==> src/design/ras_pkg.sv <==
package ras_pkg;

  // ----------------------------------------------------------------
  // bus geometry and responses
  // ----------------------------------------------------------------
  localparam int unsigned ADDR_W = 6;
  localparam logic [1:0] RESP_OKAY = 2'h0;
  localparam logic [1:0] RESP_SLVERR = 2'h2;

  // ----------------------------------------------------------------
  // register byte offsets
  // ----------------------------------------------------------------
  localparam logic [5:0] OFS_ALARM_SECONDS = 6'h00;
  localparam logic [5:0] OFS_ALARM_HOURS_MINUTES = 6'h04;
  localparam logic [5:0] OFS_ALARM_DAY_WEEKDAY = 6'h08;
  localparam logic [5:0] OFS_ALARM_YEAR_MONTH = 6'h0c;
  localparam logic [5:0] OFS_STAMP_SECONDS = 6'h10;
  localparam logic [5:0] OFS_STAMP_HOURS_MINUTES = 6'h14;
  localparam logic [5:0] OFS_STAMP_DAY_WEEKDAY = 6'h18;
  localparam logic [5:0] OFS_CONTROL = 6'h1c;
  localparam logic [5:0] OFS_STATUS = 6'h20;
  localparam logic [5:0] OFS_INT_ENABLE = 6'h24;
  localparam logic [5:0] OFS_INT_CLEAR = 6'h28;

  // ----------------------------------------------------------------
  // implemented bits of each value word
  // ----------------------------------------------------------------
  localparam logic [15:0] MASK_SECONDS = 16'h7f00;
  localparam logic [15:0] MASK_HOURS_MINUTES = 16'h3f7f;
  localparam logic [15:0] MASK_DAY_WEEKDAY = 16'h3f07;
  localparam logic [15:0] MASK_YEAR_MONTH = 16'hff1f;
  localparam logic [15:0] WORD_RESET = 16'h0000;

  // ----------------------------------------------------------------
  // control, status and match mask fields
  // ----------------------------------------------------------------
  localparam int unsigned CTL_ALARM_ENABLE = 0;
  localparam int unsigned CTL_STAMP_ENABLE = 1;
  localparam int unsigned CTL_STAMP_REQUEST = 2;
  localparam int unsigned CTL_MASK_LSB = 8;
  localparam int unsigned EVT_ALARM = 0;
  localparam int unsigned EVT_STAMP = 1;
  localparam int unsigned EVT_COUNT = 2;
  localparam logic [3:0] MASK_CODE_RESET = 4'h0;
  localparam logic [3:0] AM_HALF_SECOND = 4'h0;
  localparam logic [3:0] AM_SECOND = 4'h1;
  localparam logic [3:0] AM_TEN_SECONDS = 4'h2;
  localparam logic [3:0] AM_MINUTE = 4'h3;
  localparam logic [3:0] AM_TEN_MINUTES = 4'h4;
  localparam logic [3:0] AM_HOUR = 4'h5;
  localparam logic [3:0] AM_DAY = 4'h6;
  localparam logic [3:0] AM_WEEK = 4'h7;
  localparam logic [3:0] AM_MONTH = 4'h8;
  localparam logic [3:0] AM_YEAR = 4'h9;

endpackage

==> src/design/ras_alarm_match.sv <==
`timescale 1ns/100ps
module ras_alarm_match (
  input wire logic [15:0] i_alarm_seconds,
  input wire logic [15:0] i_alarm_hours_minutes,
  input wire logic [15:0] i_alarm_day_weekday,
  input wire logic [15:0] i_alarm_year_month,
  input wire logic [15:0] i_time_seconds,
  input wire logic [15:0] i_time_hours_minutes,
  input wire logic [15:0] i_time_day_weekday,
  input wire logic [15:0] i_time_year_month,
  input wire logic [3:0] i_mask,
  input wire logic i_half_tick,
  input wire logic i_second_half,
  output logic o_match
);

  // per-field equality, each code from ten seconds on adds one more field to the compare, except the month code, which trades weekday for day
  logic su, st, mu, mt, hr, wd, dy, mo;
  always_comb begin
    su = i_alarm_seconds[11:8] == i_time_seconds[11:8];
    st = i_alarm_seconds[14:12] == i_time_seconds[14:12];
    mu = i_alarm_hours_minutes[3:0] == i_time_hours_minutes[3:0];
    mt = i_alarm_hours_minutes[6:4] == i_time_hours_minutes[6:4];
    hr = i_alarm_hours_minutes[13:8] == i_time_hours_minutes[13:8];
    wd = i_alarm_day_weekday[2:0] == i_time_day_weekday[2:0];
    dy = i_alarm_day_weekday[13:8] == i_time_day_weekday[13:8];
    mo = i_alarm_year_month[4:0] == i_time_year_month[4:0];
  end

  // reserved mask codes never match, so a bad code cannot chatter
  always_comb begin
    unique case (i_mask)
      ras_pkg::AM_HALF_SECOND: o_match = i_half_tick;
      ras_pkg::AM_SECOND: o_match = i_half_tick && !i_second_half;
      ras_pkg::AM_TEN_SECONDS: o_match = i_half_tick && !i_second_half && su;
      ras_pkg::AM_MINUTE: o_match = i_half_tick && !i_second_half && su && st;
      ras_pkg::AM_TEN_MINUTES: o_match = i_half_tick && !i_second_half && su && st && mu;
      ras_pkg::AM_HOUR: o_match = i_half_tick && !i_second_half && su && st && mu && mt;
      ras_pkg::AM_DAY: o_match = i_half_tick && !i_second_half && su && st && mu && mt && hr;
      ras_pkg::AM_WEEK: o_match = i_half_tick && !i_second_half && su && st && mu && mt && hr && wd;
      ras_pkg::AM_MONTH: o_match = i_half_tick && !i_second_half && su && st && mu && mt && hr && dy;
      ras_pkg::AM_YEAR: o_match = i_half_tick && !i_second_half && su && st && mu && mt && hr && dy && mo;
      default: o_match = 1'b0;
    endcase
  end

endmodule

==> src/design/ras_event_irq.sv <==
`timescale 1ns/100ps
module ras_event_irq #(
  parameter int unsigned N = 2
) (
  input wire logic i_clock,
  input wire logic i_rst,
  input wire logic i_clear_all,
  input wire logic [N-1:0] i_set,
  input wire logic [N-1:0] i_clear,
  input wire logic [N-1:0] i_enable,
  output logic [N-1:0] o_status,
  output logic o_irq
);

  logic [N-1:0] next_status;

  // sticky bits: an event in an i_clear cycle survives the clear; i_clear_all drops it
  always_comb begin
    next_status = i_clear_all ? '0 : ((o_status & ~i_clear) | i_set);
  end

  always_ff @(posedge i_clock) begin
    if (i_rst) begin
      o_status <= '0;
      o_irq <= 1'b0;
    end else begin
      o_status <= next_status;
      o_irq <= |(next_status & i_enable);
    end
  end

endmodule

==> src/design/ras_alarm_stamp.sv <==
// What this block does
// - seconds: tens 14:12, units 11:8
// - hours: tens 13:12, units 11:8
// - minutes: tens 6:4, units 3:0, bit7 zero
// - day: tens 13:12, units 11:8
// - weekday in 2:0, bits 7:3 zero
// - year: tens 15:12, units 11:8
// - month: tens bit4, units 3:0
// - stamp words reuse alarm field layout
// - stamps: 16-bit storage, survive soft reset
// - fields reset to zero; unused bits read zero, except in stamp words while stamping is off
// - alarm when masked digits match clock
// - stamp request; flag marks valid capture
//
// The placing of the registers and the AXI4-Lite register port are this design's own decisions.
`timescale 1ns/100ps
module ras_alarm_stamp (
  input wire logic i_clock,
  input wire logic i_rst,
  input wire logic i_soft_rst,
  input wire logic [ras_pkg::ADDR_W-1:0] i_awaddr,
  input wire logic i_awvalid,
  output logic o_awready,
  input wire logic [31:0] i_wdata,
  input wire logic [3:0] i_wstrb,
  input wire logic i_wvalid,
  output logic o_wready,
  output logic [1:0] o_bresp,
  output logic o_bvalid,
  input wire logic i_bready,
  input wire logic [ras_pkg::ADDR_W-1:0] i_araddr,
  input wire logic i_arvalid,
  output logic o_arready,
  output logic [31:0] o_rdata,
  output logic [1:0] o_rresp,
  output logic o_rvalid,
  input wire logic i_rready,
  input wire logic [15:0] i_time_seconds,
  input wire logic [15:0] i_time_hours_minutes,
  input wire logic [15:0] i_time_day_weekday,
  input wire logic [15:0] i_time_year_month,
  input wire logic i_half_tick,
  input wire logic i_second_half,
  input wire logic i_stamp_trigger,
  output logic o_alarm_pulse,
  output logic o_irq
);

  // ----------------------------------------------------------------
  // helpers
  // ----------------------------------------------------------------
  // implemented bits of an alarm word, by index
  function automatic logic [15:0] alarm_mask(input logic [1:0] idx);
    unique case (idx)
      2'h0: alarm_mask = ras_pkg::MASK_SECONDS;
      2'h1: alarm_mask = ras_pkg::MASK_HOURS_MINUTES;
      2'h2: alarm_mask = ras_pkg::MASK_DAY_WEEKDAY;
      default: alarm_mask = ras_pkg::MASK_YEAR_MONTH;
    endcase
  endfunction

  // merge the two low byte lanes into a 16-bit word
  function automatic logic [15:0] merge(input logic [15:0] old, input logic [31:0] d, input logic [3:0] s);
    merge = {s[1] ? d[15:8] : old[15:8], s[0] ? d[7:0] : old[7:0]};
  endfunction

  // ----------------------------------------------------------------
  // state
  // ----------------------------------------------------------------
  logic [15:0] alarm_word [4];
  logic [15:0] stamp_word [3];
  logic [15:0] next_alarm_word [4];
  logic [15:0] next_stamp_word [3];
  logic alarm_enable, next_alarm_enable;
  logic stamp_enable, next_stamp_enable;
  logic [3:0] match_mask, next_match_mask;
  logic [ras_pkg::EVT_COUNT-1:0] int_enable, next_int_enable;
  logic [ras_pkg::EVT_COUNT-1:0] int_clear;
  logic [ras_pkg::EVT_COUNT-1:0] event_set;
  logic [ras_pkg::EVT_COUNT-1:0] status;
  logic aw_held, next_aw_held;
  logic [ras_pkg::ADDR_W-1:0] aw_addr, next_aw_addr;
  logic w_held, next_w_held;
  logic [31:0] w_data, next_w_data;
  logic [3:0] w_strb, next_w_strb;
  logic next_awready, next_wready, next_bvalid, next_arready, next_rvalid;
  logic [1:0] next_bresp, next_rresp;
  logic [31:0] next_rdata;
  logic next_alarm_pulse;
  logic write_go, stamp_request, capture, match, alarm_fire;
  logic [15:0] stamp_view [3];

  // ----------------------------------------------------------------
  // alarm comparator and event flags
  // ----------------------------------------------------------------
  ras_alarm_match u_match (
    .i_alarm_seconds(alarm_word[0]),
    .i_alarm_hours_minutes(alarm_word[1]),
    .i_alarm_day_weekday(alarm_word[2]),
    .i_alarm_year_month(alarm_word[3]),
    .i_time_seconds(i_time_seconds),
    .i_time_hours_minutes(i_time_hours_minutes),
    .i_time_day_weekday(i_time_day_weekday),
    .i_time_year_month(i_time_year_month),
    .i_mask(match_mask),
    .i_half_tick(i_half_tick),
    .i_second_half(i_second_half),
    .o_match(match)
  );

  ras_event_irq #(
    .N(ras_pkg::EVT_COUNT)
  ) u_irq (
    .i_clock(i_clock),
    .i_rst(i_rst),
    .i_clear_all(i_soft_rst),
    .i_set(event_set),
    .i_clear(int_clear),
    .i_enable(next_int_enable), // lead the register so irq never lags an enable write
    .o_status(status),
    .o_irq(o_irq)
  );

  // stamp view: full 16 bits while stamping is off, fields only while on
  always_comb begin
    for (int i = 0; i < 3; i++) begin
      stamp_view[i] = stamp_enable ? (stamp_word[i] & alarm_mask(2'(i))) : stamp_word[i];
    end
  end

  // event sources
  always_comb begin
    write_go = aw_held && w_held && !o_bvalid;
    stamp_request = write_go && (aw_addr == ras_pkg::OFS_CONTROL) && w_strb[0]
      && w_data[ras_pkg::CTL_STAMP_REQUEST];
    capture = stamp_enable && (stamp_request || i_stamp_trigger);
    alarm_fire = alarm_enable && match;
    event_set = '0;
    event_set[ras_pkg::EVT_ALARM] = alarm_fire;
    event_set[ras_pkg::EVT_STAMP] = capture;
    int_clear = (write_go && aw_addr == ras_pkg::OFS_INT_CLEAR && w_strb[0])
      ? w_data[ras_pkg::EVT_COUNT-1:0] : '0;
  end

  // ----------------------------------------------------------------
  // value words and control: next state
  // ----------------------------------------------------------------
  // captures override a software write to the same stamp word
  always_comb begin
    next_alarm_word = alarm_word;
    next_stamp_word = stamp_word;
    next_alarm_enable = alarm_enable;
    next_stamp_enable = stamp_enable;
    next_match_mask = match_mask;
    next_int_enable = int_enable;
    if (write_go) begin
      unique case (aw_addr)
        ras_pkg::OFS_ALARM_SECONDS: next_alarm_word[0] = merge(alarm_word[0], w_data, w_strb) & alarm_mask(2'h0);
        ras_pkg::OFS_ALARM_HOURS_MINUTES: next_alarm_word[1] = merge(alarm_word[1], w_data, w_strb) & alarm_mask(2'h1);
        ras_pkg::OFS_ALARM_DAY_WEEKDAY: next_alarm_word[2] = merge(alarm_word[2], w_data, w_strb) & alarm_mask(2'h2);
        ras_pkg::OFS_ALARM_YEAR_MONTH: next_alarm_word[3] = merge(alarm_word[3], w_data, w_strb) & alarm_mask(2'h3);
        ras_pkg::OFS_STAMP_SECONDS: next_stamp_word[0] = merge(stamp_word[0], w_data, w_strb);
        ras_pkg::OFS_STAMP_HOURS_MINUTES: next_stamp_word[1] = merge(stamp_word[1], w_data, w_strb);
        ras_pkg::OFS_STAMP_DAY_WEEKDAY: next_stamp_word[2] = merge(stamp_word[2], w_data, w_strb);
        ras_pkg::OFS_CONTROL: begin
          if (w_strb[0]) begin
            next_alarm_enable = w_data[ras_pkg::CTL_ALARM_ENABLE];
            next_stamp_enable = w_data[ras_pkg::CTL_STAMP_ENABLE];
          end
          if (w_strb[1]) begin
            next_match_mask = w_data[ras_pkg::CTL_MASK_LSB +: 4];
          end
        end
        ras_pkg::OFS_INT_ENABLE: begin
          if (w_strb[0]) begin
            next_int_enable = w_data[ras_pkg::EVT_COUNT-1:0];
          end
        end
        default: ;
      endcase
    end
    if (capture) begin
      next_stamp_word[0] = i_time_seconds & ras_pkg::MASK_SECONDS;
      next_stamp_word[1] = i_time_hours_minutes & ras_pkg::MASK_HOURS_MINUTES;
      next_stamp_word[2] = i_time_day_weekday & ras_pkg::MASK_DAY_WEEKDAY;
    end
    // one-shot alarm: the hit disarms it, beating a same-cycle write
    if (alarm_fire) begin
      next_alarm_enable = 1'b0;
    end
  end

  // ----------------------------------------------------------------
  // value words and control: registers
  // ----------------------------------------------------------------
  // soft reset leaves the value words alone; only power-on clears them
  always_ff @(posedge i_clock) begin
    if (i_rst) begin
      for (int i = 0; i < 4; i++) begin
        alarm_word[i] <= ras_pkg::WORD_RESET;
      end
      for (int i = 0; i < 3; i++) begin
        stamp_word[i] <= ras_pkg::WORD_RESET;
      end
    end else begin
      alarm_word <= next_alarm_word;
      stamp_word <= next_stamp_word;
    end
  end

  // control clears on either reset
  always_ff @(posedge i_clock) begin
    if (i_rst || i_soft_rst) begin
      alarm_enable <= 1'b0;
      stamp_enable <= 1'b0;
      match_mask <= ras_pkg::MASK_CODE_RESET;
      int_enable <= '0;
      o_alarm_pulse <= 1'b0;
    end else begin
      alarm_enable <= next_alarm_enable;
      stamp_enable <= next_stamp_enable;
      match_mask <= next_match_mask;
      int_enable <= next_int_enable;
      o_alarm_pulse <= next_alarm_pulse;
    end
  end

  always_comb begin
    next_alarm_pulse = alarm_fire;
  end

  // ----------------------------------------------------------------
  // bus slave: next state
  // ----------------------------------------------------------------
  // address and data are caught in either order, then retired together
  always_comb begin
    next_aw_held = aw_held;
    next_aw_addr = aw_addr;
    next_w_held = w_held;
    next_w_data = w_data;
    next_w_strb = w_strb;
    next_bvalid = o_bvalid;
    next_bresp = o_bresp;
    if (o_bvalid && i_bready) begin
      next_bvalid = 1'b0;
    end
    if (i_awvalid && o_awready) begin
      next_aw_held = 1'b1;
      next_aw_addr = i_awaddr;
    end
    if (i_wvalid && o_wready) begin
      next_w_held = 1'b1;
      next_w_data = i_wdata;
      next_w_strb = i_wstrb;
    end
    if (write_go) begin
      next_aw_held = 1'b0;
      next_w_held = 1'b0;
      next_bvalid = 1'b1;
      next_bresp = ras_pkg::RESP_OKAY;
      if (aw_addr[1:0] != 2'h0 || aw_addr > ras_pkg::OFS_INT_CLEAR || aw_addr == ras_pkg::OFS_STATUS) begin
        next_bresp = ras_pkg::RESP_SLVERR;
      end
    end
    next_awready = !next_aw_held;
    next_wready = !next_w_held;
  end

  // read answers one cycle after the address is taken
  always_comb begin
    next_rvalid = o_rvalid;
    next_rdata = o_rdata;
    next_rresp = o_rresp;
    if (o_rvalid && i_rready) begin
      next_rvalid = 1'b0;
    end
    if (i_arvalid && o_arready) begin
      next_rvalid = 1'b1;
      next_rresp = ras_pkg::RESP_OKAY;
      next_rdata = 32'h0000_0000;
      unique case (i_araddr)
        ras_pkg::OFS_ALARM_SECONDS: next_rdata[15:0] = alarm_word[0];
        ras_pkg::OFS_ALARM_HOURS_MINUTES: next_rdata[15:0] = alarm_word[1];
        ras_pkg::OFS_ALARM_DAY_WEEKDAY: next_rdata[15:0] = alarm_word[2];
        ras_pkg::OFS_ALARM_YEAR_MONTH: next_rdata[15:0] = alarm_word[3];
        ras_pkg::OFS_STAMP_SECONDS: next_rdata[15:0] = stamp_view[0];
        ras_pkg::OFS_STAMP_HOURS_MINUTES: next_rdata[15:0] = stamp_view[1];
        ras_pkg::OFS_STAMP_DAY_WEEKDAY: next_rdata[15:0] = stamp_view[2];
        ras_pkg::OFS_CONTROL: begin
          next_rdata[ras_pkg::CTL_ALARM_ENABLE] = alarm_enable;
          next_rdata[ras_pkg::CTL_STAMP_ENABLE] = stamp_enable;
          next_rdata[ras_pkg::CTL_MASK_LSB +: 4] = match_mask;
        end
        ras_pkg::OFS_STATUS: next_rdata[ras_pkg::EVT_COUNT-1:0] = status;
        ras_pkg::OFS_INT_ENABLE: next_rdata[ras_pkg::EVT_COUNT-1:0] = int_enable;
        ras_pkg::OFS_INT_CLEAR: ;
        default: next_rresp = ras_pkg::RESP_SLVERR;
      endcase
    end
    next_arready = !next_rvalid;
  end

  // ----------------------------------------------------------------
  // bus slave: registers
  // ----------------------------------------------------------------
  always_ff @(posedge i_clock) begin
    if (i_rst) begin
      aw_held <= 1'b0;
      aw_addr <= '0;
      w_held <= 1'b0;
      w_data <= 32'h0000_0000;
      w_strb <= 4'h0;
      o_awready <= 1'b0;
      o_wready <= 1'b0;
      o_bvalid <= 1'b0;
      o_bresp <= ras_pkg::RESP_OKAY;
      o_arready <= 1'b0;
      o_rvalid <= 1'b0;
      o_rdata <= 32'h0000_0000;
      o_rresp <= ras_pkg::RESP_OKAY;
    end else begin
      aw_held <= next_aw_held;
      aw_addr <= next_aw_addr;
      w_held <= next_w_held;
      w_data <= next_w_data;
      w_strb <= next_w_strb;
      o_awready <= next_awready;
      o_wready <= next_wready;
      o_bvalid <= next_bvalid;
      o_bresp <= next_bresp;
      o_arready <= next_arready;
      o_rvalid <= next_rvalid;
      o_rdata <= next_rdata;
      o_rresp <= next_rresp;
    end
  end
endmodule

==> config.mk <==
export PLATFORM = sky130hd
export DESIGN_NAME = ras_alarm_stamp
export DESIGN_NICKNAME = d
export VERILOG_FILES = /design/src/design/ras_pkg.sv /design/src/design/ras_alarm_match.sv /design/src/design/ras_event_irq.sv /design/src/design/ras_alarm_stamp.sv
export SDC_FILE = /design/constraint.sdc
export NUM_CORES = 1
export LEC_CHECK = 0
export BUFFER_PORTS_ARGS = -buffer_cell sky130_fd_sc_hd__clkbuf_2
export CORE_MARGIN = 3
export CORE_UTILIZATION = 40
export CTS_CLUSTER_DIAMETER = 120
export DETAILED_ROUTE_END_ITERATION = 8
export PLACE_DENSITY = 0.67
export SLEW_MARGIN = 20
export SYNTH_ARGS = -nofsm -noshare
export SYNTH_HDL_FRONTEND = slang
export SYNTH_SLANG_ARGS = --single-unit
==> constraint.sdc <==
create_clock -name i_clock -period 4.68 [get_ports i_clock]
set_input_delay 0.936 -clock i_clock [delete_from_list [all_inputs] [get_ports i_clock]]
set_output_delay 0.936 -clock i_clock [all_outputs]
set_load 0.01 [all_outputs]
Word-level counts from Yosys, hierarchy flattened
Cells that the tools add are included.
{"block": "word_totals", "reg_bits": 153, "inputBits": 123, "output_inout_bits": 43, "word_cells": 181}
{"block": "op_classes", "magnitude_cmp": 1, "eq_ne": 37, "muxes": 34, "bitwise": 4, "n_reduce_logical": 67}
{"op": "$mux W47", "n": 2}
{"op": "$mux W16", "n": 5}
{"op": "$reduce_and A3 Y1", "n": 20}
{"op": "$eq A6 B5 Y1 const B", "n": 8}
{"op": "$mux W8", "n": 5}
{"op": "$eq A6 B6 Y1 const B", "n": 6}
{"op": "$pmux W6 S6", "n": 1}
{"op": "$pmux W4 S8", "n": 1}
{"op": "$pmux W4 S7", "n": 1}
{"op": "$eq A6 B4 Y1 const B", "n": 4}
{"op": "$logic_and A1 B1 Y1", "n": 23}
{"op": "$pmux W2 S9", "n": 1}
{"op": "$eq A4 B3 Y1 const B", "n": 4}
{"op": "$reduce_bool A2 Y1", "n": 8}
{"op": "$mux W15", "n": 1}
{"op": "$mux W2", "n": 7}
{"op": "$eq A6 B3 Y1 const B", "n": 2}
{"op": "$eq A6 B6 Y1", "n": 2}
{"op": "$logic_not A6 Y1", "n": 2}
{"op": "$reduce_or A11 Y1", "n": 1}
{"op": "$pmux W1 S10", "n": 1}
{"op": "$eq A3 B3 Y1", "n": 3}
{"op": "$eq A4 B2 Y1 const B", "n": 2}
{"op": "$eq A4 B4 Y1", "n": 2}
{"op": "13 further kinds", "n": 31}

Depth between registers and ports, before layout
Gate-level depths: netlist of the first run.
{"block": "depth", "ltp_word": 15, "mapped_depth": 9, "ltp_nobuf": 6}

By module
A second synthesis of the first run with hierarchy kept.
{"block": "unflattened", "cells_unflattened": 834, "hier_area_um2": 7397.1}
{"module": "ras_alarm_stamp", "instances": 1, "cells_each": 761, "area_each_um2": 6809.0, "seq_area_each_um2": 2962.8}
{"module": "ras_alarm_match", "instances": 1, "cells_each": 62, "area_each_um2": 465.4, "seq_area_each_um2": 0.0}
{"module": "ras_event_irq", "instances": 1, "cells_each": 11, "area_each_um2": 122.6, "seq_area_each_um2": 60.1}

Worst setup path after synthesis of the first run
No wires, ideal clock.
{"block": "synth_path", "path_type": "input -> register", "from": "input i_araddr[5] (netlist bit)", "to": "register o_rdata[2]", "setup_time_ps": 88, "arrival_time_ps": 2220, "required_ps": 4592, "setup_slack_ps": 2372, "path_stages": 7, "path_buffers": 2, "path_cell_list": "or3_1 -> buf_2 -> or3_1 -> buf_6 -> nor2_4 -> nand2_1 -> a311oi_2"}
{"block": "synth_via", "elab_chain_len": 2, "word_cells_on_any_way": 7, "cone_classes": "eq/ne (6); mux (1)"}
{"item": "start, declared", "line": "ras_alarm_stamp.sv:31", "source": "input wire logic [ras_pkg::ADDR_W-1:0] i_araddr,"}
{"item": "$eq A6 B5 Y1 (tied with other cells)", "line": "ras_alarm_stamp.sv:281", "source": "unique case (i_araddr)"}
{"item": "$pmux W6 S6 (*)", "line": "ras_alarm_stamp.sv:281"}
{"item": "end signal, assigned", "line": "ras_alarm_stamp.sv:333", "source": "o_rdata <= next_rdata;"}
{"item": "end, declared", "line": "ras_alarm_stamp.sv:34", "source": "output logic [31:0] o_rdata,"}
Every way passes the cells marked *; elsewhere a longest branch is shown, timed or not.
A chain may end at the register's enable or synchronous reset.

Worst setup path after layout of the first run
{"block": "layout_path", "from": "input i_araddr[3] (netlist bit)", "to": "register o_rdata[2]"}
Same word-level chain as after synthesis.

==> results by group, run 1 <==
Global routing
  – Largest net degree at the start of global routing: 74
  – Vias in the first global route: roughly 5,900
  – First-pass GRT wire length: between 30,000 and 40,000 um
  – Grt total ovfl: 0
  – GRT Total Usage: 0.209
  – Initial antenna violation count: 0

Layout
  – Share of cells above drive strength 1: 0.187
  – P&R area growth vs syn: 14.2%
  – Commonest non-fill, non-tap cells in the layout: dfxtp_1, nor2_1, nand2_1
  – Ant diodes: 0
  – Core Util, Final: 0.468
  – Fillers: about 1,700
  – Commonest non-fill, non-tap cell in the layout: dfxtp_1
  – Post-layout nets: 1,041
  – Multi-input logic area: 4010 um2
  – Seq. cell area: 3020 um2

Setup path
  – CP Buf/Inv Count: 2
  – Req. time, crit path: 5020 ps
  – Crit-path cells: clkbuf_2 -> nor2b_1 -> buf_4 -> a22o_1 -> a21oi_1 -> o21ai_0 -> a22oi_1 -> a311oi_2
  – Largest delay contributor family on the critical path: buffers and inverters
  – Slowest cell on crit path: nor2b_1
  – Setup CP Type: in2reg
  – Slowest stage delay, CP: around 560 ps
  – Crit Path Max Fanout: 25
  – Crit. End Element: flip-flop
  – Crit start category: input pin
  – Critical Path AT: between 3000 and 4000 ps

Route
  – DR vias/cell: around 5.5
  – Wirelength per Cell: about 18 um
  – Via count: 6,389
  – DRT antenna net count: 0
  – First-pass DRT Iterations: 5
  – Drt drc: 0
  – Routed wire length: 21,400 um
  – Starting DRT DRC Count: ~540

Synthesis
  – Number of flops mapped to enable cells by yosys: 0
  – Synth Warn #: 0
  – Post-Syn Area per Cell: 8.63 um2
  – Mapped Cells: 858
  – Sequential area share after synthesis: 0.408
  – Seq cells post-synth: 151
  – Ys flop type: dfxtp_1
  – Post-Syn Area: 7410 um2
  – Synth cell types: 62
  – Synth async-reset ratio: 0

Clock network
  – # H-tree levels: 4
  – Root Driver: clkbuf_16
  – Worst-path clk slew: 60 ps
  – Post-cts sizing count: 0
  – CTS buffer count: 17
  – Setup Buffers After CTS: 0
  – CTS sink count: 151
  – CTS Buffer Depth: 2
  – CTS tree: built
  – Worst skew pair latency: ~430 ps
  – Post-CTS Hold Buffers: 0

Floorplanning
  – Initial core utilization: 0.410
  – # IOs: about 170
  – Core area: roughly 18,000 um2
  – Die width: 142 um
  – DIE HEIGHT: 142 um
  – Standard-cell row count: 49
  – DIE AREA: 20,200 um2

Job
  – Max_cap viols: 0

Placement
  – Post-DP HPWL: 14,700 um
  – Placer Congestion: 0.915
  – IO Port Bufs: 99

STA
  – RSZ-0062 raised after global routing: no
  – Final Slew Violations: 0
  – Final Setup Violations: 0
  – Final Cycle Share: 0.575
  – Period minus WS final: 2690 ps
  – Final hold slack: ~450 ps
  – Setup Total Neg Slack: 0 ps
  – Max-slew headroom: 0.248
  – Worst-margin pin slew: 1130 ps
  – Clk_skew: 8.28 ps
  – Highest clock rate: 0.371 GHz
  – Fin. Hold Viols: 0

Min path
  – HP Class: reg2reg

Pwr
  – Leak pwr: 3.34 nW
  – Peak VDD IR: 0.265 mV
  – PwrDens: about 340 nW/um2

Status
  – Outcome: completed
where the power goes:
group	internal, mW	switching [mW]	leakage [nW]	total, mW
clock network	0.827	0.508	0.278	1.34
logic	0.0676	0.127	1.84	0.194
registers	1.30	0.0278	1.22	1.33
total	2.20	0.662	3.34	2.86
path summary, 6_finish.rpt:
kind	start	endpoint	slack (ps)	cells past startpoint
worst min register to register	o_rdata[0]	o_rdata[0]	450	2
worst max register to register	aw_addr[3]	stamp_word[0]	2240	5
worst max-delay path	i_araddr[3]	o_rdata[2]	1990	8
worst min-delay path	o_rdata[0]	o_rdata[0]	450	2
cells by family (layout without fill, tap and decap cells):
logic type | Yosys count | count (layout) | synth area share
flops | 151 | 151 | 0.408
other cells | 1 | 18 | 0.000506
xor+xnor | 35 | 35 | 0.0414
simple gates | 344 | 344 | 0.212
buf+inv | 86 | 138 | 0.0598
compound gates | 151 | 151 | 0.145
mux | 90 | 90 | 0.133
worst min-delay path, delay by kind of cell, from the launching register on:
family | cells | cell delay, ps
simple gates | 2 | 90
flops | 1 | 310
layout make-up:
| type | instances | area share |
|---|---|---|
| flip-flops and latches | 151 | 0.357 |
| multi-input cells | 638 | 0.474 |
| repair buffers | 108 | 0.0669 |
| clock buffers | 24 | 0.0581 |
| inverters | 2 | 0.00104 |
| well taps | 229 | 0.0339 |
| clock inverters | 4 | 0.00828 |
per-stage QoR:
stage / cell area, um2 / setup WS, ps / power (mW) / instances
2_1_floorplan: 7470 / 2370 / 1.47 / 875
5_1_grt: 8460 / 1780 / 2.94 / 1156
4_1_cts: 8460 / 2000 / 2.87 / 1156
3_5_place_dp: 7900 / 1580 / 1.55 / 1128
6_report: 8460 / 1990 / 2.86 / 1156
3_3_place_gp: 7900 / 1590 / 1.55 / 1128
synth_stat cells (all sizes together) (2+ instances only):
cell / instances / area share
dfxtp: 151 / 0.41
nor2: 120 / 0.062
nand2: 117 / 0.059
mux2i: 76 / 0.10
a21oi: 60 / 0.041
nand3: 52 / 0.035
buf: 42 / 0.037
clkbuf: 42 / 0.021
xnor2: 22 / 0.026
a311oi: 21 / 0.034
o21ai: 20 / 0.014
a22oi: 13 / 0.014
xor2: 13 / 0.015
a211oi: 10 / 0.012
mux2: 8 / 0.012
a22o: 6 / 0.0071
and2: 6 / 0.0051
mux4: 6 / 0.018
nand2b: 6 / 0.0051
nor3: 6 / 0.0041
nor3b: 6 / 0.0061
nor2b: 5 / 0.0042
and3: 4 / 0.0034
nor4: 4 / 0.0034
nor4b: 4 / 0.0076
or3: 4 / 0.0034
o221ai: 3 / 0.0035
a221o: 2 / 0.0027
a32oi: 2 / 0.0024
nand3b: 2 / 0.0020
nand4: 2 / 0.0017
nand4b: 2 / 0.0044
o22ai: 2 / 0.0017
o2bb2ai: 2 / 0.0024
o31a: 2 / 0.0025
o31ai: 2 / 0.0020
registers in the layout (all words and copies together) (netlist names):
register,flops
aw_addr,6
w_data,16
match_mask,4
w_held,1
stamp_word,48
u_irq.o_irq,1
o_arready,1
o_rdata,16
alarm_word,42
aw_held,1
o_wready,1
alarm_enable,1
w_strb,2
o_bresp,1
o_awready,1
int_enable,2
o_alarm_pulse,1
o_rresp,1
o_rvalid,1
stamp_enable,1
u_irq.o_status,2
o_bvalid,1
per-layer routing:
| layer | global-route usage | routed length (um) |
|---|---|---|
| met1 | 0.294 | 9780 |
| met5 | 0 | 0 |
| met4 | 0.0742 | 444 |
| met2 | 0.320 | 9560 |
| met3 | 0.0400 | 1580 |
No activity file was read; power rests on OpenSTA's default activity.
==> inputs of run 2 (changes only) <==
ABC_AREA = 1   (was not set)
PLACE_DENSITY = 0.7   (was 0.67)
clock period = 2.2 ns   (was 4.68 ns; I/O delays follow)
==> results by group, run 2 <==
Status
  – Outcome: completed

Route
  – Drt drc: 0
  – DR vias/cell: around 5.3
  – Via count: 7,103
  – First-pass DRT Iterations: 5
  – Routed wire length: 22,100 um
  – DRT antenna net count: 0
  – Starting DRT DRC Count: 595
  – Wirelength per Cell: 16.5 um

Placement
  – IO Port Bufs: 99
  – Placer Congestion: 0.926
  – Placed cells: 1,311
  – Post-DP HPWL: 16,200 um
  – Pre-CTS WS: 160 ps

STA
  – Fin. Hold Viols: 0
  – Period minus WS final: 1950 ps
  – Setup Total Neg Slack: 0 ps
  – Final hold slack: 264 ps
  – Worst-margin pin slew: just over 800 ps
  – Max-slew headroom: 0.448
  – Highest clock rate: 0.513 GHz
  – Final Cycle Share: 0.886
  – Setup ws final: between 200 and 300 ps
  – RSZ-0062 raised after global routing: no
  – Final Slew Violations: 0
  – Final Setup Violations: 0
  – Clk_skew: about 9.6 ps

Global routing
  – Grt total ovfl: 0
  – First-pass GRT wire length: 35,300 um
  – Largest net degree at the start of global routing: 67
  – Initial antenna violation count: 0
  – GRT Total Usage: 0.228
  – Vias in the first global route: 6,826

Synthesis
  – Ys flop type: dfxtp_1
  – Synth cell types: 46
  – Most frequent cells after synthesis: nand2_1, dfxtp_1, nor2_1, inv_1, a21oi_1
  – Post-Syn Area: 7220 um2
  – Number of flops mapped to enable cells by yosys: 0
  – Seq cells post-synth: 151
  – Cell with the most instances after synthesis: nand2_1
  – Synth async-reset ratio: 0
  – Synth top area cells: dfxtp_1, nand2_1, nor2_1
  – Post-synth top area share: 0.419
  – Post-Syn Area per Cell: 7.27 um2
  – Mapped Cells: just under 1,000
  – Cell taking the most area after synthesis: dfxtp_1
  – Synth Warn #: 0
  – Sequential area share after synthesis: 0.419

Layout
  – Post-layout nets: 1,228
  – Biggest register: stamp_word
  – Ant diodes: 0
  – P&R area growth vs syn: 20.4%
  – Commonest non-fill, non-tap cells in the layout: nand2_1, dfxtp_1, nor2_1
  – Final non-filler cell total: around 1,300
  – Share of cells above drive strength 1: 0.186
  – Top Registers: stamp_word (48), alarm_word (42)
  – Largest register FFs: between 40 and 50
  – Commonest non-fill, non-tap cell in the layout: nand2_1

Setup path
  – R2R setup slack: between 200 and 300 ps
  – Slowest stage delay, CP: 350 ps
  – Crit-path cells: inv_1 -> nor2_1 -> nand2_2 -> nor2_4 -> nand2_4 -> o21bai_4 -> nand2_4 -> buf_4 -> nand2_2 -> nor2_1
  – Critical Path AT: about 2300 ps
  – Crit start category: flip-flop
  – CP Buf/Inv Count: 2
  – R2R Path End: stamp_word[3]
  – R2R Path Start: w_held
  – Largest delay contributor family on the critical path: simple AND/OR/NAND/NOR gates
  – Slowest cell on crit path: nand2_2
  – Setup CP Type: reg2reg
  – Worst Setup SP: w_held
  – Crit Path Max Fanout: 19
  – Crit. End Element: flip-flop
  – Cell count of the worst reg-to-reg path: 10
  – Req. time, crit path: 2500 ps
  – Worst setup endpoint: stamp_word[3]
  – Number of cells on the critical path: 10

Floorplanning
  – Core area: 17,500 um2
  – # IOs: 166
  – DIE HEIGHT: 140 um
  – Standard-cell row count: 48
  – Initial core utilization: 0.413
  – Die width: 140 um
  – DIE AREA: about 20,000 um2

Clock network
  – Worst-path clk slew: 60 ps
  – # H-tree levels: 4
  – Root Driver: clkbuf_16
  – CTS sink count: 151
  – CTS Buffer Depth: 2
  – CTS buffer count: 17
  – CTS tree: built
  – Setup Buffers After CTS: 0
  – Worst skew pair latency: around 430 ps

Pwr
  – Register share of total power: 0.435
  – PwrDens: 751 nW/um2
  – Peak VDD IR: between 0.5 and 0.6 mV
  – Sw frac: 0.236
  – Comb pwr share: 0.065
  – Part of the power in the clock network: 0.500
  – Psw: 1.54 mW
  – Cell internal pwr: 4.98 mW
  – Leak pwr: between 3 and 4 nW

Job
  – Max_cap viols: 0

Min path
  – HP Class: in2reg
[run 2: cell types whose count changed in the layout (fill, tap and decap cells not counted), sizes merged, moves of 13 or more]
cell and delta:
a211oi +18, a31oi +17, buf +27, nand2 +54, o21ai +61, nor2 +26, xnor2 -13, a311oi -20
a21oi +34, mux2i -76, inv +107
[run 2: area by class of cell]
cell class / count / area (um2)
Clock buffer: 19 / 443
Multi-Input combinational cell: 691 / 3510
Inverter: 108 / 410
Sequential cell: 151 / 3020
Timing Repair Buffer: 136 / 798
Tap cell: 225 / 282
Fill cell: 1696 / 8790
Clock inverter: 13 / 219
[run 2: worst reg2reg max path, cell delays in order, from the launching register on]
cell and delay [ps]:
dfxtp_1 320, inv_1 40, nor2_1 110, nand2_2 150
nor2_4 210, nand2_4 100, o21bai_4 130, nand2_4 80
buf_4 230, nand2_2 350, nor2_1 100
[run 2: worst min path at each step]
stage,from,to,slack [ps],cells past startpoint
final,i_bready,o_bvalid,260,4
after global routing,i_awaddr[1],aw_addr[1],260,3
after CTS,i_awaddr[1],aw_addr[1],240,3
after detailed placement,stamp_word[30],stamp_word[30],450,2
after global placement,stamp_word[35],stamp_word[35],450,2
after floorplan,stamp_word[32],stamp_word[32],440,2
[run 2: timing repair]
| item | 4_1_cts | 5_1_grt |
|---|---|---|
| endpoints found under the setup margin | 0 | 5 |
| resized for setup | 0 | 3 |
| hold buffers | 0 | 0 |
[run 2: kinds of logic (layout without fill, tap and decap cells)]
kind of cell / after synthesis / after routing / share of synthesized area
other: 1 / 18 / 0.000520
AO/OA/AOI/OAI: 265 / 265 / 0.222
XOR/XNOR: 15 / 15 / 0.0182
flip-flops: 151 / 151 / 0.419
AND/OR/NAND/NOR: 393 / 393 / 0.237
buffers and inverters: 168 / 276 / 0.104
[run 2: metrics by stage]
step                       util  area [um2]  total power [mW]
after floorplan               -        7280              3.14
after global placement    0.459        8020              3.31
after detailed placement  0.459        8020              3.31
after CTS                 0.497        8680              6.55
after global routing      0.497        8690              6.73
final                     0.497        8690              6.52
[run 2: power groups by stage]
| stage | clock, mW | sequential (mW) | combinational, mW |
|---|---|---|---|
| after floorplan | 0 | 2.87 | 0.266 |
| after global placement | 0 | 2.89 | 0.419 |
| after detailed placement | 0 | 2.89 | 0.422 |
| after CTS | 3.29 | 2.83 | 0.424 |
| after global routing | 3.42 | 2.84 | 0.474 |
| final | 3.26 | 2.83 | 0.426 |
[run 2: metal layers]
layer  share of wire  vias up  GRT usage
met5               0        -          0
li1                -     3521          -
met3           0.078       57     0.0539
met2            0.47      268      0.376
met1            0.42     3257      0.283
met4           0.034        0     0.0994
==> inputs of run 3 (changes only) <==
ABC_AREA = not set   (was 1)
CORE_MARGIN = not set   (was 3)
PLACE_DENSITY = 0.69   (was 0.7)
==> results by group, run 3 (synthesis results as in run 1) <==
Clock network
  – Root Driver: clkbuf_16
  – Setup Buffers After CTS: 0
  – CTS sink count: 151
  – CTS tree: built
  – Worst-path clk slew: ~60 ps
  – CTS buffer count: 17
  – # H-tree levels: 4
  – Worst skew pair latency: about 430 ps
  – Post-CTS Hold Buffers: 0
  – Post-cts sizing count: 0
  – CTS Buffer Depth: 2

Global routing
  – First-pass GRT wire length: 32,800 um
  – Largest net degree at the start of global routing: 39
  – Vias in the first global route: a little over 6,000
  – GRT Total Usage: 0.220
  – Grt total ovfl: 0
  – Initial antenna violation count: 0

Layout
  – Largest register FFs: 48
  – Top Registers: stamp_word (48), alarm_word (42)
  – Commonest non-fill, non-tap cell in the layout: dfxtp_1
  – Post-layout nets: 1,077
  – Biggest register: stamp_word
  – Share of cells above drive strength 1: 0.216
  – P&R area growth vs syn: 17.9%
  – Ant diodes: 0
  – Commonest non-fill, non-tap cells in the layout: dfxtp_1, nor2_1, nand2_1

Route
  – Routed wire length: 20,600 um
  – Starting DRT DRC Count: 556
  – DRT antenna net count: 0
  – DR vias/cell: ~5.5
  – First-pass DRT Iterations: 7
  – Wirelength per Cell: 17.3 um
  – Via count: roughly 6,500
  – Drt drc: 25

Pwr
  – Leak pwr: 3.52 nW
  – Peak VDD IR: between 0.5 and 0.6 mV
  – PwrDens: 680 nW/um2
  – Total Power: about 5.9 mW

Floorplanning
  – Standard-cell row count: 49
  – DIE HEIGHT: 138 um
  – Initial core utilization: 0.410
  – DIE AREA: 19,100 um2
  – # IOs: 166
  – Core area: 18,100 um2
  – Die width: 138 um

Status
  – Outcome: finished, violations left
  – Violated checks: design-rule violations

STA
  – Final Cycle Share: 0.909
  – RSZ-0062 raised after global routing: no
  – Clk_skew: 10.5 ps
  – Fin. Hold Viols: 0
  – Highest clock rate: 0.500 GHz
  – Period minus WS final: 2000 ps
  – Setup ws final: around 200 ps
  – Final Slew Violations: 0
  – Final Setup Violations: 0
  – Setup Total Neg Slack: 0 ps

Setup path
  – Crit start category: flip-flop
  – Critical Path AT: 2340 ps
  – Crit. End Element: flip-flop
  – Req. time, crit path: 2540 ps
  – Setup CP Type: reg2reg
  – Crit Path Max Fanout: 7

Placement
  – Placer Congestion: ~0.87
  – Pre-CTS WS: 55.3 ps
  – IO Port Bufs: 99
  – Post-DP HPWL: 15,300 um

Job
  – Max_cap viols: 0

Min path
  – HP Class: in2reg
==> run 3: report_power, final <==
group | switching, mW | internal, mW | leakage [nW]
logic | 0.270 | 0.172 | 2.04
clock network | 1.06 | 1.62 | 0.260
registers | 0.0545 | 2.77 | 1.22
total | 1.38 | 4.56 | 3.52
==> run 3: layer usage <==
layer	part of all wire	global-route usage
met1	0.46	0.301
met5	0	0
met4	0.025	0.0875
met2	0.44	0.338
met3	0.071	0.0457
==> run 3: final cells by class <==
class / count / area, um2
clock inverters: 7 / 85.1
inverters: 2 / 8.76
fillers: 1731 / 9350
repair buffers: 144 / 886
multi-input cells: 638 / 4010
clock buffers: 19 / 433
well taps: 229 / 287
flip-flops and latches: 151 / 3020
==> run 3: stage by stage <==
| stage | area, um2 | cells | util | hold WS (ps) |
|---|---|---|---|---|
| after global routing | 8740 | 1190 | 0.483 | 234 |
| after CTS | 8740 | 1190 | 0.483 | 226 |
| after global placement | 8220 | 1164 | 0.454 | 435 |
| after floorplan | 7470 | 875 | - | 436 |
| after detailed placement | 8220 | 1164 | 0.454 | 442 |
| final | 8740 | 1190 | 0.483 | 238 |
==> run 3: worst max-delay path, cell delays in order, from the launching register on <==
cell      delay [ps]
dfxtp_1          320
and3b_1          390
nand4b_4         190
o31a_2           440
and2_1           170
or3_1            310
o31ai_1           80
==> run 3: final timing paths <==
check,startpoint,to,slack [ps],depth (start not counted)
worst max-delay path,o_bvalid,u_irq.o_irq,200,6
worst min register to register,o_rdata[0],o_rdata[0],450,2
worst max register to register,o_bvalid,u_irq.o_irq,200,6
worst min-delay path,i_wdata[1],w_data[1],240,3
